File: config.mk
export PLATFORM = sky130hd
export DESIGN_NAME = power_reset_park_sequencer
export DESIGN_NICKNAME = d
export VERILOG_FILES = /design/src/core/park_seq_pkg.sv /design/src/core/sync2.sv /design/src/core/power_reset_park_sequencer.sv
export SDC_FILE = /design/constraint.sdc
export NUM_CORES = 1
export LEC_CHECK = 0
export ABC_CLOCK_PERIOD_IN_PS = 3600
export BUFFER_PORTS_ARGS = -buffer_cell sky130_fd_sc_hd__buf_2
export CAP_MARGIN = 0
export CORE_ASPECT_RATIO = 1.2
export CORE_MARGIN = 3
export CORE_UTILIZATION = 32
export CTS_CLUSTER_SIZE = 25
export DETAILED_ROUTE_END_ITERATION = 10
export HOLD_SLACK_MARGIN = 0.03
export PLACE_DENSITY = 0.63
export SLEW_MARGIN = 5
export SYNTH_ARGS = -nofsm -noshare
export SYNTH_HDL_FRONTEND = slang
export SYNTH_SLANG_ARGS = --single-unit
File: constraint.sdc
create_clock -name core_clk -period 3.6 [get_ports core_clk]
set_clock_uncertainty 0.2 [all_clocks]
set_input_delay 0.72 -clock core_clk [delete_from_list [all_inputs] [get_ports core_clk]]
set_output_delay 0.72 -clock core_clk [all_outputs]
set_load 0.005 [all_outputs]
File: src/core/park_seq_pkg.sv
// Shared constants and carrier types for the power, reset and park sequencer.
package park_seq_pkg;

    // ------------------------------------------------------------------
    // Timing
    // ------------------------------------------------------------------
    localparam int CLK_HZ = 125000000;
    localparam int NORMAL_PARK_MS = 20;
    localparam int FAST_PARK_US = 32;
    localparam int NORMAL_PARK_CYCLES = NORMAL_PARK_MS * (CLK_HZ / 1000);
    localparam int FAST_PARK_CYCLES = FAST_PARK_US * (CLK_HZ / 1000000);
    localparam int PLL_LOCK_CYCLES = 64;
    localparam int CNT_W = 32;
    localparam int GPIO_W = 20;

    // ------------------------------------------------------------------
    // Reset values
    // ------------------------------------------------------------------
    localparam logic INIT_FLAG_RST = 1'b1;

    // ------------------------------------------------------------------
    // Types
    // ------------------------------------------------------------------
    typedef enum logic [2:0] {
        ST_RESET,
        ST_PLL_LOCK,
        ST_FLASH_LOAD,
        ST_READY,
        ST_NORMAL_PARK,
        ST_FAST_PARK,
        ST_PARKED
    } seq_state_t;

    typedef struct packed {
        logic flash_serial_clock;
        logic flash_serial_out;
        logic flash_select0_n;
        logic flash_select1_n;
        logic [GPIO_W-1:0] gpio;
    } flash_gpio_t;

    typedef struct packed {
        logic illum_select_0;
        logic illum_select_1;
        logic mirror_array_enable_rst_n;
    } mirror_ctl_t;

endpackage

File: src/core/sync2.sv
// Two flip-flop synchroniser for one level.
`timescale 1ns/100ps
module sync2 #(
    parameter logic RESET_VALUE = 1'b0
) (
    // Clock and reset
    input wire logic core_clk,
    input wire logic rst,
    // Level
    input wire logic async_in,
    output logic sync_out
);
    logic meta;

    always_ff @(posedge core_clk) begin
        if (rst) begin
            meta <= RESET_VALUE;
            sync_out <= RESET_VALUE;
        end else begin
            meta <= async_in;
            sync_out <= meta;
        end
    end
endmodule

File: src/core/power_reset_park_sequencer.sv
// Power-up, initialisation and mirror park sequencer with reset pin gating.
`timescale 1ns/100ps

// Functional notes
// - Core power lost with host I/O powered: host-domain outputs go hi-Z.
// - All outputs inactive during reset; active after release.
// - Flash clock, data, both selects and GPIO 19..0 tri-stated in reset.
// - Illumination selects and mirror enable driven low in reset if powered.
// - After release, lock PLL first, then load configuration from flash.
// - Host init flag driven high right after reset release.
// - Host init flag driven low when auto-initialisation completes.
// - Mirror parking completes within 20 ms of projection request falling.
// - Fast-park request low starts a fast park immediately.
// - Projection request high powers up; low powers down to minimum.
module power_reset_park_sequencer #(
    parameter int NORMAL_PARK_CYCLES = park_seq_pkg::NORMAL_PARK_CYCLES,
    parameter int FAST_PARK_CYCLES = park_seq_pkg::FAST_PARK_CYCLES,
    parameter int PLL_LOCK_CYCLES = park_seq_pkg::PLL_LOCK_CYCLES
) (
    // Clock and reset
    input wire logic core_clk,
    input wire logic rst,
    // Pins from power manager and host
    input wire logic system_reset_n,
    input wire logic fast_park_request_n,
    input wire logic projection_on_request,
    input wire logic core_power_good,
    input wire logic host_io_rail_good,
    // Internal status from the flash loader and mirror logic
    input wire logic flash_load_done,
    input wire logic park_done,
    // Functional values from the internal logic
    input wire park_seq_pkg::flash_gpio_t func_flash_gpio,
    input wire park_seq_pkg::flash_gpio_t func_flash_gpio_oe,
    input wire park_seq_pkg::mirror_ctl_t func_mirror,
    // Pads
    output park_seq_pkg::flash_gpio_t pad_flash_gpio,
    output park_seq_pkg::flash_gpio_t pad_flash_gpio_oe,
    output park_seq_pkg::mirror_ctl_t pad_mirror,
    output logic pad_mirror_oe,
    output logic host_init_flag,
    output logic host_init_flag_oe,
    // Status towards the internal logic
    output logic flash_load_start,
    output logic park_normal_active,
    output logic park_fast_active,
    output logic display_enable,
    output park_seq_pkg::seq_state_t seq_state
);
    // ------------------------------------------------------------------
    // Elaboration checks
    // ------------------------------------------------------------------
    if (NORMAL_PARK_CYCLES < 1 || FAST_PARK_CYCLES < 1 ||
        PLL_LOCK_CYCLES < 1) begin
        $error("cycle counts must be at least one");
    end

    // ------------------------------------------------------------------
    // Pin synchronisers
    // ------------------------------------------------------------------
    logic rst_n_s;
    logic park_n_s;
    logic proj_s;
    logic core_pg_s;
    logic io_pg_s;
    logic in_reset;

    sync2 #(.RESET_VALUE(1'b0)) u_sync_rst (
        .core_clk(core_clk),
        .rst(rst),
        .async_in(system_reset_n),
        .sync_out(rst_n_s)
    );
    sync2 #(.RESET_VALUE(1'b0)) u_sync_park (
        .core_clk(core_clk),
        .rst(rst),
        .async_in(fast_park_request_n),
        .sync_out(park_n_s)
    );
    sync2 #(.RESET_VALUE(1'b0)) u_sync_proj (
        .core_clk(core_clk),
        .rst(rst),
        .async_in(projection_on_request),
        .sync_out(proj_s)
    );
    sync2 #(.RESET_VALUE(1'b0)) u_sync_cpg (
        .core_clk(core_clk),
        .rst(rst),
        .async_in(core_power_good),
        .sync_out(core_pg_s)
    );
    sync2 #(.RESET_VALUE(1'b0)) u_sync_iopg (
        .core_clk(core_clk),
        .rst(rst),
        .async_in(host_io_rail_good),
        .sync_out(io_pg_s)
    );

    // Reset low gates the pads directly; release passes the synchroniser.
    assign in_reset = !system_reset_n || !rst_n_s;

    // ------------------------------------------------------------------
    // Sequencer state
    // ------------------------------------------------------------------
    typedef struct packed {
        park_seq_pkg::seq_state_t st;
        logic [park_seq_pkg::CNT_W-1:0] cnt;
        logic init_flag;
        logic load_start;
    } seq_t;

    seq_t cur;
    seq_t next_cur;

    always_comb begin
        next_cur = cur;
        next_cur.load_start = 1'b0;
        if (!rst_n_s) begin
            next_cur.st = park_seq_pkg::ST_RESET;
            next_cur.cnt = '0;
            next_cur.init_flag = park_seq_pkg::INIT_FLAG_RST;
        end else if (!park_n_s && cur.st != park_seq_pkg::ST_FAST_PARK &&
                     cur.st != park_seq_pkg::ST_PARKED) begin
            next_cur.st = park_seq_pkg::ST_FAST_PARK;
            next_cur.cnt = '0;
        end else begin
            case (cur.st)
                park_seq_pkg::ST_RESET: begin
                    next_cur.st = park_seq_pkg::ST_PLL_LOCK;
                    next_cur.cnt = '0;
                    next_cur.init_flag = 1'b1;
                end
                park_seq_pkg::ST_PLL_LOCK: begin
                    if (cur.cnt >=
                        park_seq_pkg::CNT_W'(PLL_LOCK_CYCLES - 1)) begin
                        next_cur.st = park_seq_pkg::ST_FLASH_LOAD;
                        next_cur.load_start = 1'b1;
                    end else begin
                        next_cur.cnt = cur.cnt + 1'b1;
                    end
                end
                park_seq_pkg::ST_FLASH_LOAD: begin
                    if (flash_load_done) begin
                        next_cur.st = park_seq_pkg::ST_READY;
                        next_cur.init_flag = 1'b0;
                    end
                end
                park_seq_pkg::ST_READY: begin
                    if (!proj_s) begin
                        next_cur.st = park_seq_pkg::ST_NORMAL_PARK;
                        next_cur.cnt = '0;
                    end
                end
                park_seq_pkg::ST_NORMAL_PARK: begin
                    // Parking is forced complete at the 20 ms bound.
                    if (park_done || cur.cnt >=
                        park_seq_pkg::CNT_W'(NORMAL_PARK_CYCLES - 1)) begin
                        next_cur.st = park_seq_pkg::ST_PARKED;
                    end else begin
                        next_cur.cnt = cur.cnt + 1'b1;
                    end
                end
                park_seq_pkg::ST_FAST_PARK: begin
                    if (park_done || cur.cnt >=
                        park_seq_pkg::CNT_W'(FAST_PARK_CYCLES - 1)) begin
                        next_cur.st = park_seq_pkg::ST_PARKED;
                    end else begin
                        next_cur.cnt = cur.cnt + 1'b1;
                    end
                end
                park_seq_pkg::ST_PARKED: begin
                    if (proj_s && park_n_s) begin
                        next_cur.st = park_seq_pkg::ST_READY;
                    end
                end
                default: begin
                    next_cur.st = park_seq_pkg::ST_RESET;
                end
            endcase
        end
    end

    always_ff @(posedge core_clk) begin
        if (rst) begin
            cur.st <= park_seq_pkg::ST_RESET;
            cur.cnt <= '0;
            cur.init_flag <= park_seq_pkg::INIT_FLAG_RST;
            cur.load_start <= 1'b0;
        end else begin
            cur <= next_cur;
        end
    end

    // ------------------------------------------------------------------
    // Pad gating
    // ------------------------------------------------------------------
    logic core_ok;
    assign core_ok = core_pg_s;

    always_comb begin
        pad_flash_gpio = func_flash_gpio;
        pad_flash_gpio_oe = func_flash_gpio_oe;
        pad_mirror = func_mirror;
        pad_mirror_oe = 1'b1;
        host_init_flag = cur.init_flag;
        host_init_flag_oe = 1'b1;
        if (in_reset) begin
            pad_flash_gpio = '0;
            pad_flash_gpio_oe = '0;
            pad_mirror = '0;
            pad_mirror_oe = io_pg_s;
            host_init_flag = 1'b1;
            host_init_flag_oe = 1'b0;
        end
        if (!core_ok) begin
            pad_flash_gpio_oe = '0;
            pad_mirror_oe = 1'b0;
            host_init_flag_oe = 1'b0;
        end
    end

    // ------------------------------------------------------------------
    // Status
    // ------------------------------------------------------------------
    assign flash_load_start = cur.load_start;
    assign park_normal_active = cur.st == park_seq_pkg::ST_NORMAL_PARK;
    assign park_fast_active = cur.st == park_seq_pkg::ST_FAST_PARK;
    assign display_enable = cur.st == park_seq_pkg::ST_READY;
    assign seq_state = cur.st;
endmodule

==> flow_metrics.env, run 1 <==
export IMPL_syn_area_mm2=0.002710
export IMPL_area_delta_synth_final_pct=26.13
export IMPL_slowest_delay_ns=0.59
export IMPL_clkLatencyLatePin_ns=0.31
export IMPL_critical_path_slowest_cell="and3_1"
export IMPL_fin_setup_tns_ns=0
export IMPL_grt_max_degree=31
export IMPL_ctsLongestPathBuffers=2
export IMPL_drv_slew=0
export IMPL_finalWeightedCongestion=0.7898
export IMPL_outcome="finished clean"
export IMPL_htreeDepth=2
export IMPL_drc=0
export IMPL_synth_seq_cells=47
export IMPL_tightest_slew_ns=0.6151
export IMPL_fmax_mhz=350.1
export IMPL_synth_edf_count=0
export IMPL_wl_per_cell_um=12.91
export IMPL_clockRootBuffer="clkbuf_8"
export IMPL_rsz0062_at_grt="no"
export IMPL_dieArea_mm2=0.009614
export IMPL_synth_common_cells="47 x dfxtp_1, 35 x and2_1, 33 x and3_1"
export IMPL_ys_seq_area_share_pct=34.72
export IMPL_p_per_area_mw_per_mm2=271.7
export IMPL_async_flop_share_pct=0
export IMPL_num_io_pins=121
export IMPL_cts_tree="yes"
export IMPL_numCtsBuffers=5
export IMPL_routed_via_density=4.806
export IMPL_synth_area_leaders="dfxtp_1 35%, and2_1 8.1%, and3_1 7.6%, nor2b_1 4.4%, o21ai_0 4.2%"
export IMPL_syn_avg_cell_area_um2=7.924
export IMPL_maxCapViolations=0
export IMPL_cts_sinks=47
export IMPL_p_leak_nw=1.664
export IMPL_yosys_area_top_type="dfxtp_1"
export IMPL_vias=2696
export IMPL_hp_class="flop to flop"
export IMPL_drt_iter0_drc=170
export IMPL_crit_path_start_kind="input port"
export IMPL_final_nets=507
export IMPL_endpoint_kind="primary output"
export IMPL_ant_nets=0
export IMPL_cts_hold_buf=0
export IMPL_dr_pass1_iters=4
export IMPL_die_x_um=90.01
export IMPL_synth_nets=403
export IMPL_post_cts_buffers=0
export IMPL_path_cells="buf_2, and3_1, and2_1, buf_2"
export IMPL_synth_ff_type="dfxtp_1"
export IMPL_clk_pin_slew_ns=0.09
export IMPL_cp_required_ns=2.68
export IMPL_num_rows=36
export IMPL_yosys_warnings=0
export IMPL_p_total_mw=0.9287
export IMPL_synth_cell_types=52
export IMPL_dp_cells=553
export IMPL_finalSetupViolations=0
export IMPL_hold_ws_ns=0.2406
export IMPL_syn_inst=342
export IMPL_start_util_pct=33.06
export IMPL_grt_pass1_vias=2519
export IMPL_ctsResizeCount=0
export IMPL_hpwl_um=5462
export IMPL_core_area_mm2=0.008198
export IMPL_wirelength_um=7241
export IMPL_post_route_period_util_pct=79.35
export IMPL_grt_overflow_total=0
export IMPL_drive_gt1_share_pct=32.44
export IMPL_relSlewSlack_pct=58.94
export IMPL_min_period_ns=2.857
export IMPL_yosysMostFrequentCell="dfxtp_1"
export IMPL_portBuffers=120
export IMPL_cp_common_cell="buf_2"
export IMPL_vdd_drop_max_uv=190.3
export IMPL_num_antenna_cells=0
export IMPL_grt_first_pass_wirelength_um=11580
export IMPL_critPathKind="input port to primary output"
export IMPL_die_y_um=106.8
export IMPL_final_cells=561
export IMPL_worstPathMaxFanout=30
export IMPL_hold_violations=0
export IMPL_synth_top_cell_area_share_pct=34.72
export IMPL_grt_usage_pct=14.42
export IMPL_arrival_ns=1.94
export IMPL_antenna_found_initial=0
[logic make-up after synthesis]
group	after synthesis	synth area share, %
AO/OA/AOI/OAI	77	19.16
flip-flops	47	34.72
buffers and inverters	34	6.786
adder cells (fa/ha/maj)	1	0.4616
AND/OR/NAND/NOR	182	38.55
XOR/XNOR	1	0.3232
[critical path, delay by kind of cell]
| family | cells | cell delay (ns) |
|---|---|---|
| buffers and inverters | 2 | 0.41 |
| AND/OR/NAND/NOR | 2 | 0.80 |
[stage by stage]
stage / utilization, % / area, µm² / worst slack (ns)
after floorplan: - / 2710 / 1.068
after global placement: 40.57 / 3326 / 0.8647
after detailed placement: 40.57 / 3326 / 0.7729
after CTS: 41.70 / 3418 / 0.7670
after global routing: 41.70 / 3418 / 0.5695
final: 41.70 / 3418 / 0.7433
[path summary, 6_finish.rpt]
kind / from / endpoint / slack [ns] / cells past startpoint
setup / recovery: system_reset_n / pad_flash_gpio_oe[22] / 0.74 / 4
hold / removal: u_sync_cpg.meta$_SDFF_PP0_ / u_sync_cpg.sync_out$_SDFF_PP0_ / 0.24 / 1
setup reg to reg: cur[2]$_SDFFE_PP0P_ / cur[22]$_SDFFE_PP0P_ / 0.83 / 8
hold reg to reg: u_sync_cpg.meta$_SDFF_PP0_ / u_sync_cpg.sync_out$_SDFF_PP0_ / 0.24 / 1
[cell type report]
type / count / area, µm²
Fill cell: 891 / 4780
Multi-Input combinational cell: 261 / 1585
Sequential cell: 47 / 940.9
Timing Repair Buffer: 124 / 630.6
Tap cell: 114 / 142.6
Clock buffer: 5 / 68.82
Inverter: 7 / 26.28
Clock inverter: 3 / 23.77
[flip-flops by register name, indices dropped and copies added (netlist names)]
signal,cells
u_sync_proj.sync_out,1
u_sync_rst.meta,1
u_sync_park.sync_out,1
u_sync_cpg.meta,1
u_sync_cpg.sync_out,1
cur,33
u_sync_park.meta,1
u_sync_rst.sync_out,1
u_sync_iopg.meta,1
u_sync_proj.meta,1
u_sync_iopg.sync_out,1
seq_state,3
flash_load_start,1
[layer usage]
layer  up-vias  routed length [µm]  GRT usage, %
met5         -                   0             0
met4         0                 121         5.470
met3        12                 388         3.439
met2        71                3586         25.09
met1      1195                3145         17.22
li1       1418                   -             -
[power breakdown]
part / switching [mW] / total [mW] / leakage, nW / internal [mW]
Sequential: 0.00493 / 0.530 / 0.381 / 0.525
Combinational: 0.0286 / 0.0671 / 1.24 / 0.0385
Clock: 0.192 / 0.331 / 0.0408 / 0.139
Total: 0.226 / 0.929 / 1.66 / 0.703
[cell usage in the layout (no fill, tap or decap), types with 5 or more instances in the layout]
| cell type | synthesis | routed |
|---|---|---|
| nor2_1 | 21 | 21 |
| inv_1 | 7 | 7 |
| and2_1 | 35 | 35 |
| nand3_1 | 8 | 8 |
| nor4_1 | 6 | 6 |
| and3_1 | 33 | 33 |
| dfxtp_1 | 47 | 47 |
| nor2b_1 | 19 | 19 |
| a21oi_1 | 11 | 11 |
| nand2_1 | 21 | 21 |
| nand2b_1 | 7 | 7 |
| o21ai_1 | 9 | 9 |
| nor3_1 | 9 | 9 |
| o21a_1 | 5 | 5 |
| buf_2 | 0 | 120 |
| clkbuf_8 | 0 | 5 |
| o21ai_0 | 23 | 23 |
| o31ai_1 | 10 | 10 |
Note: power is estimated with default switching activity, not from simulation.
==> run 2: changes to the inputs <==
--- a/config.mk
+++ b/config.mk
@@ -5,7 +5,8 @@
 export SDC_FILE = /design/constraint.sdc
 export NUM_CORES = 1
 export LEC_CHECK = 0
-export ABC_CLOCK_PERIOD_IN_PS = 3600
+export ABC_AREA = 1
+export ABC_CLOCK_PERIOD_IN_PS = 2800
 export BUFFER_PORTS_ARGS = -buffer_cell sky130_fd_sc_hd__buf_2
 export CAP_MARGIN = 0
 export CORE_ASPECT_RATIO = 1.2
@@ -14,7 +15,7 @@
 export CTS_CLUSTER_SIZE = 25
 export DETAILED_ROUTE_END_ITERATION = 10
 export HOLD_SLACK_MARGIN = 0.03
-export PLACE_DENSITY = 0.63
+export PLACE_DENSITY = 0.61
 export SLEW_MARGIN = 5
 export SYNTH_ARGS = -nofsm -noshare
 export SYNTH_HDL_FRONTEND = slang
==> constraint.sdc (replaced) <==
create_clock -name core_clk -period 2.8 [get_ports core_clk]
set_clock_uncertainty 0.2 [all_clocks]
set_input_delay 0.56 -clock core_clk [delete_from_list [all_inputs] [get_ports core_clk]]
set_output_delay 0.56 -clock core_clk [all_outputs]
set_load 0.005 [all_outputs]
==> flow_metrics.env, run 2 <==
export IMPL_outcome="finished clean"
export IMPL_die_y_um=116.9
export IMPL_synth_area_leaders="dfxtp_1 29%, nor2_1 17%, nand2_1 16%, inv_1 7.9%, nand4_1 6.3%"
export IMPL_area_delta_synth_final_pct=23.37
export IMPL_drc=0
export IMPL_p_per_area_mw_per_mm2=352.8
export IMPL_grt_usage_pct=15.96
export IMPL_drive_gt1_share_pct=22.73
export IMPL_syn_area_mm2=0.003277
export IMPL_grt_first_pass_wirelength_um=15610
export IMPL_arrival_ns=2.28
export IMPL_maxCapViolations=0
export IMPL_largest_reg_flops=33
export IMPL_routed_via_density=4.722
export IMPL_fmax_mhz=428.1
export IMPL_num_rows=39
export IMPL_synth_common_cells="152 x nor2_1, 141 x nand2_1, 69 x inv_1"
export IMPL_ant_nets=0
export IMPL_tightest_slew_ns=0.6772
export IMPL_ff2ff_path_depth=9
export IMPL_clk_pin_slew_ns=0.08
export IMPL_yosys_area_top_type="dfxtp_1"
export IMPL_crit_path_start_kind="flop"
export IMPL_worstPathMaxFanout=32
export IMPL_synth_seq_cells=47
export IMPL_final_setup_worst_slack_ns=0.4641
export IMPL_clkLatencyLatePin_ns=0.29
export IMPL_dieArea_mm2=0.01150
export IMPL_worstHoldStart="u_sync_park.meta$_SDFF_PP0_"
export IMPL_endpoint_kind="flop"
export IMPL_hpwl_um=7452
export IMPL_vias=3759
export IMPL_drt_iter0_drc=222
export IMPL_dr_pass1_iters=4
export IMPL_final_common_cell="nor2_1"
export IMPL_hp_class="flop to flop"
export IMPL_holdPathStages=2
export IMPL_drv_slew=0
export IMPL_min_period_ns=2.336
export IMPL_yosysMostFrequentCell="nor2_1"
export IMPL_core_area_mm2=0.009759
export IMPL_post_cts_buffers=0
export IMPL_cts_hold_buf=0
export IMPL_final_cell_mix="152 x nor2_1, 141 x nand2_1, 120 x buf_2"
export IMPL_rr_startpoint="cur[2]$_SDFFE_PP0P_"
export IMPL_yosys_warnings=0
export IMPL_clockRootBuffer="clkbuf_16"
export IMPL_num_antenna_cells=0
export IMPL_synth_top_cell_area_share_pct=28.71
export IMPL_grt_overflow_total=0
export IMPL_place_ws_ns=0.4698
export IMPL_final_nets=733
export IMPL_ctsLongestPathBuffers=2
export IMPL_syn_inst=572
export IMPL_synth_ff_type="dfxtp_1"
export IMPL_cp_required_ns=2.74
export IMPL_p_leak_nw=1.930
export IMPL_finalWeightedCongestion=0.8902
export IMPL_synth_nets=633
export IMPL_grt_pass1_vias=3433
export IMPL_p_total_mw=1.426
export IMPL_hold_violations=0
export IMPL_vdd_drop_max_uv=206.6
export IMPL_die_x_um=98.38
export IMPL_numCtsBuffers=5
export IMPL_async_flop_share_pct=0
export IMPL_critPathKind="flop to flop"
export IMPL_wirelength_um=9678
export IMPL_relSlewSlack_pct=54.81
export IMPL_largest_register="cur"
export IMPL_cts_tree="yes"
export IMPL_syn_avg_cell_area_um2=5.729
export IMPL_synth_edf_count=0
export IMPL_antenna_found_initial=0
export IMPL_portBuffers=120
export IMPL_fin_setup_tns_ns=0
export IMPL_final_cells=796
export IMPL_rsz0062_at_grt="no"
export IMPL_synth_cell_types=29
export IMPL_post_route_period_util_pct=83.42
export IMPL_htreeDepth=2
export IMPL_holdPathEnd="u_sync_park.sync_out$_SDFF_PP0_"
export IMPL_wl_per_cell_um=12.16
export IMPL_ys_seq_area_share_pct=28.71
export IMPL_dp_cells=788
export IMPL_ctsResizeCount=0
export IMPL_cts_sinks=47
export IMPL_grt_max_degree=33
export IMPL_reg2reg_setup_slack_ns=0.46
export IMPL_reg2reg_to="cur[2]$_SDFFE_PP0P_"
export IMPL_start_util_pct=33.58
export IMPL_num_io_pins=121
export IMPL_finalSetupViolations=0
-- run 2: logic make-up (layout without fill, tap and decap cells) --
logic type / after synthesis / after routing / synth area share [%]
simple gates: 374 / 374 / 48.53
xor+xnor: 7 / 7 / 1.871
buf+inv: 104 / 205 / 14.13
flops: 47 / 47 / 28.71
compound gates: 39 / 39 / 6.376
fa+ha+maj: 1 / 1 / 0.3818
-- run 2: how the worst max path moves through the flow --
stage                              startpoint                   end  slack [ns]  cells past startpoint
after global routing      cur[2]$_SDFFE_PP0P_   cur[9]$_SDFFE_PP0P_        0.20                      9
after global placement    cur[2]$_SDFFE_PP0P_  cur[12]$_SDFFE_PP0P_        0.57                      9
final                     cur[2]$_SDFFE_PP0P_   cur[2]$_SDFFE_PP0P_        0.46                      9
after detailed placement  cur[2]$_SDFFE_PP0P_   cur[2]$_SDFFE_PP0P_        0.47                      9
after floorplan                system_reset_n    pad_flash_gpio[13]        0.75                      4
after CTS                 cur[2]$_SDFFE_PP0P_   cur[2]$_SDFFE_PP0P_        0.46                      9
-- run 2: layout make-up --
class,count,area [µm²]
Fill cell,1081,5717
Multi-Input combinational cell,421,1873
Sequential cell,47,940.9
Timing Repair Buffer,125,650.6
Inverter,72,270.3
Tap cell,123,153.9
Clock buffer,5,125.1
Clock inverter,3,28.78
-- run 2: metal layers --
layer / part of all wire [%] / routed length (µm) / GRT usage, %
met1: 43 / 4146 / 20.79
met2: 51 / 4948 / 28.06
met3: 4.9 / 479 / 2.727
met4: 1.1 / 104 / 3.097
met5: 0 / 0 / 0
-- run 2: per-stage QoR --
step	util, %	hold slack [ns]	area [µm²]
after floorplan	-	0.1883	3277
after global placement	39.85	0.1890	3889
after detailed placement	39.85	0.1951	3889
after CTS	41.42	0.2063	4043
after global routing	41.42	0.2200	4043
final	41.42	0.2057	4043
-- run 2: report_power, final --
part           total (mW)  internal (mW)  switching (mW)  leakage (nW)
Clock               0.635          0.344           0.291        0.0767
Sequential          0.680          0.675         0.00420         0.381
Combinational       0.112         0.0510          0.0607          1.47
-- run 2: critical path, stage by stage, from the launching register on --
cell and delay (ns):
dfxtp_1 0.34, ha_1 0.28, nand3_1 0.21, o21ai_1 0.10, nor2_2 0.20, nand2_2 0.11, a21boi_4 0.17, nand3_4 0.34
nand2_1 0.16, a21oi_1 0.08
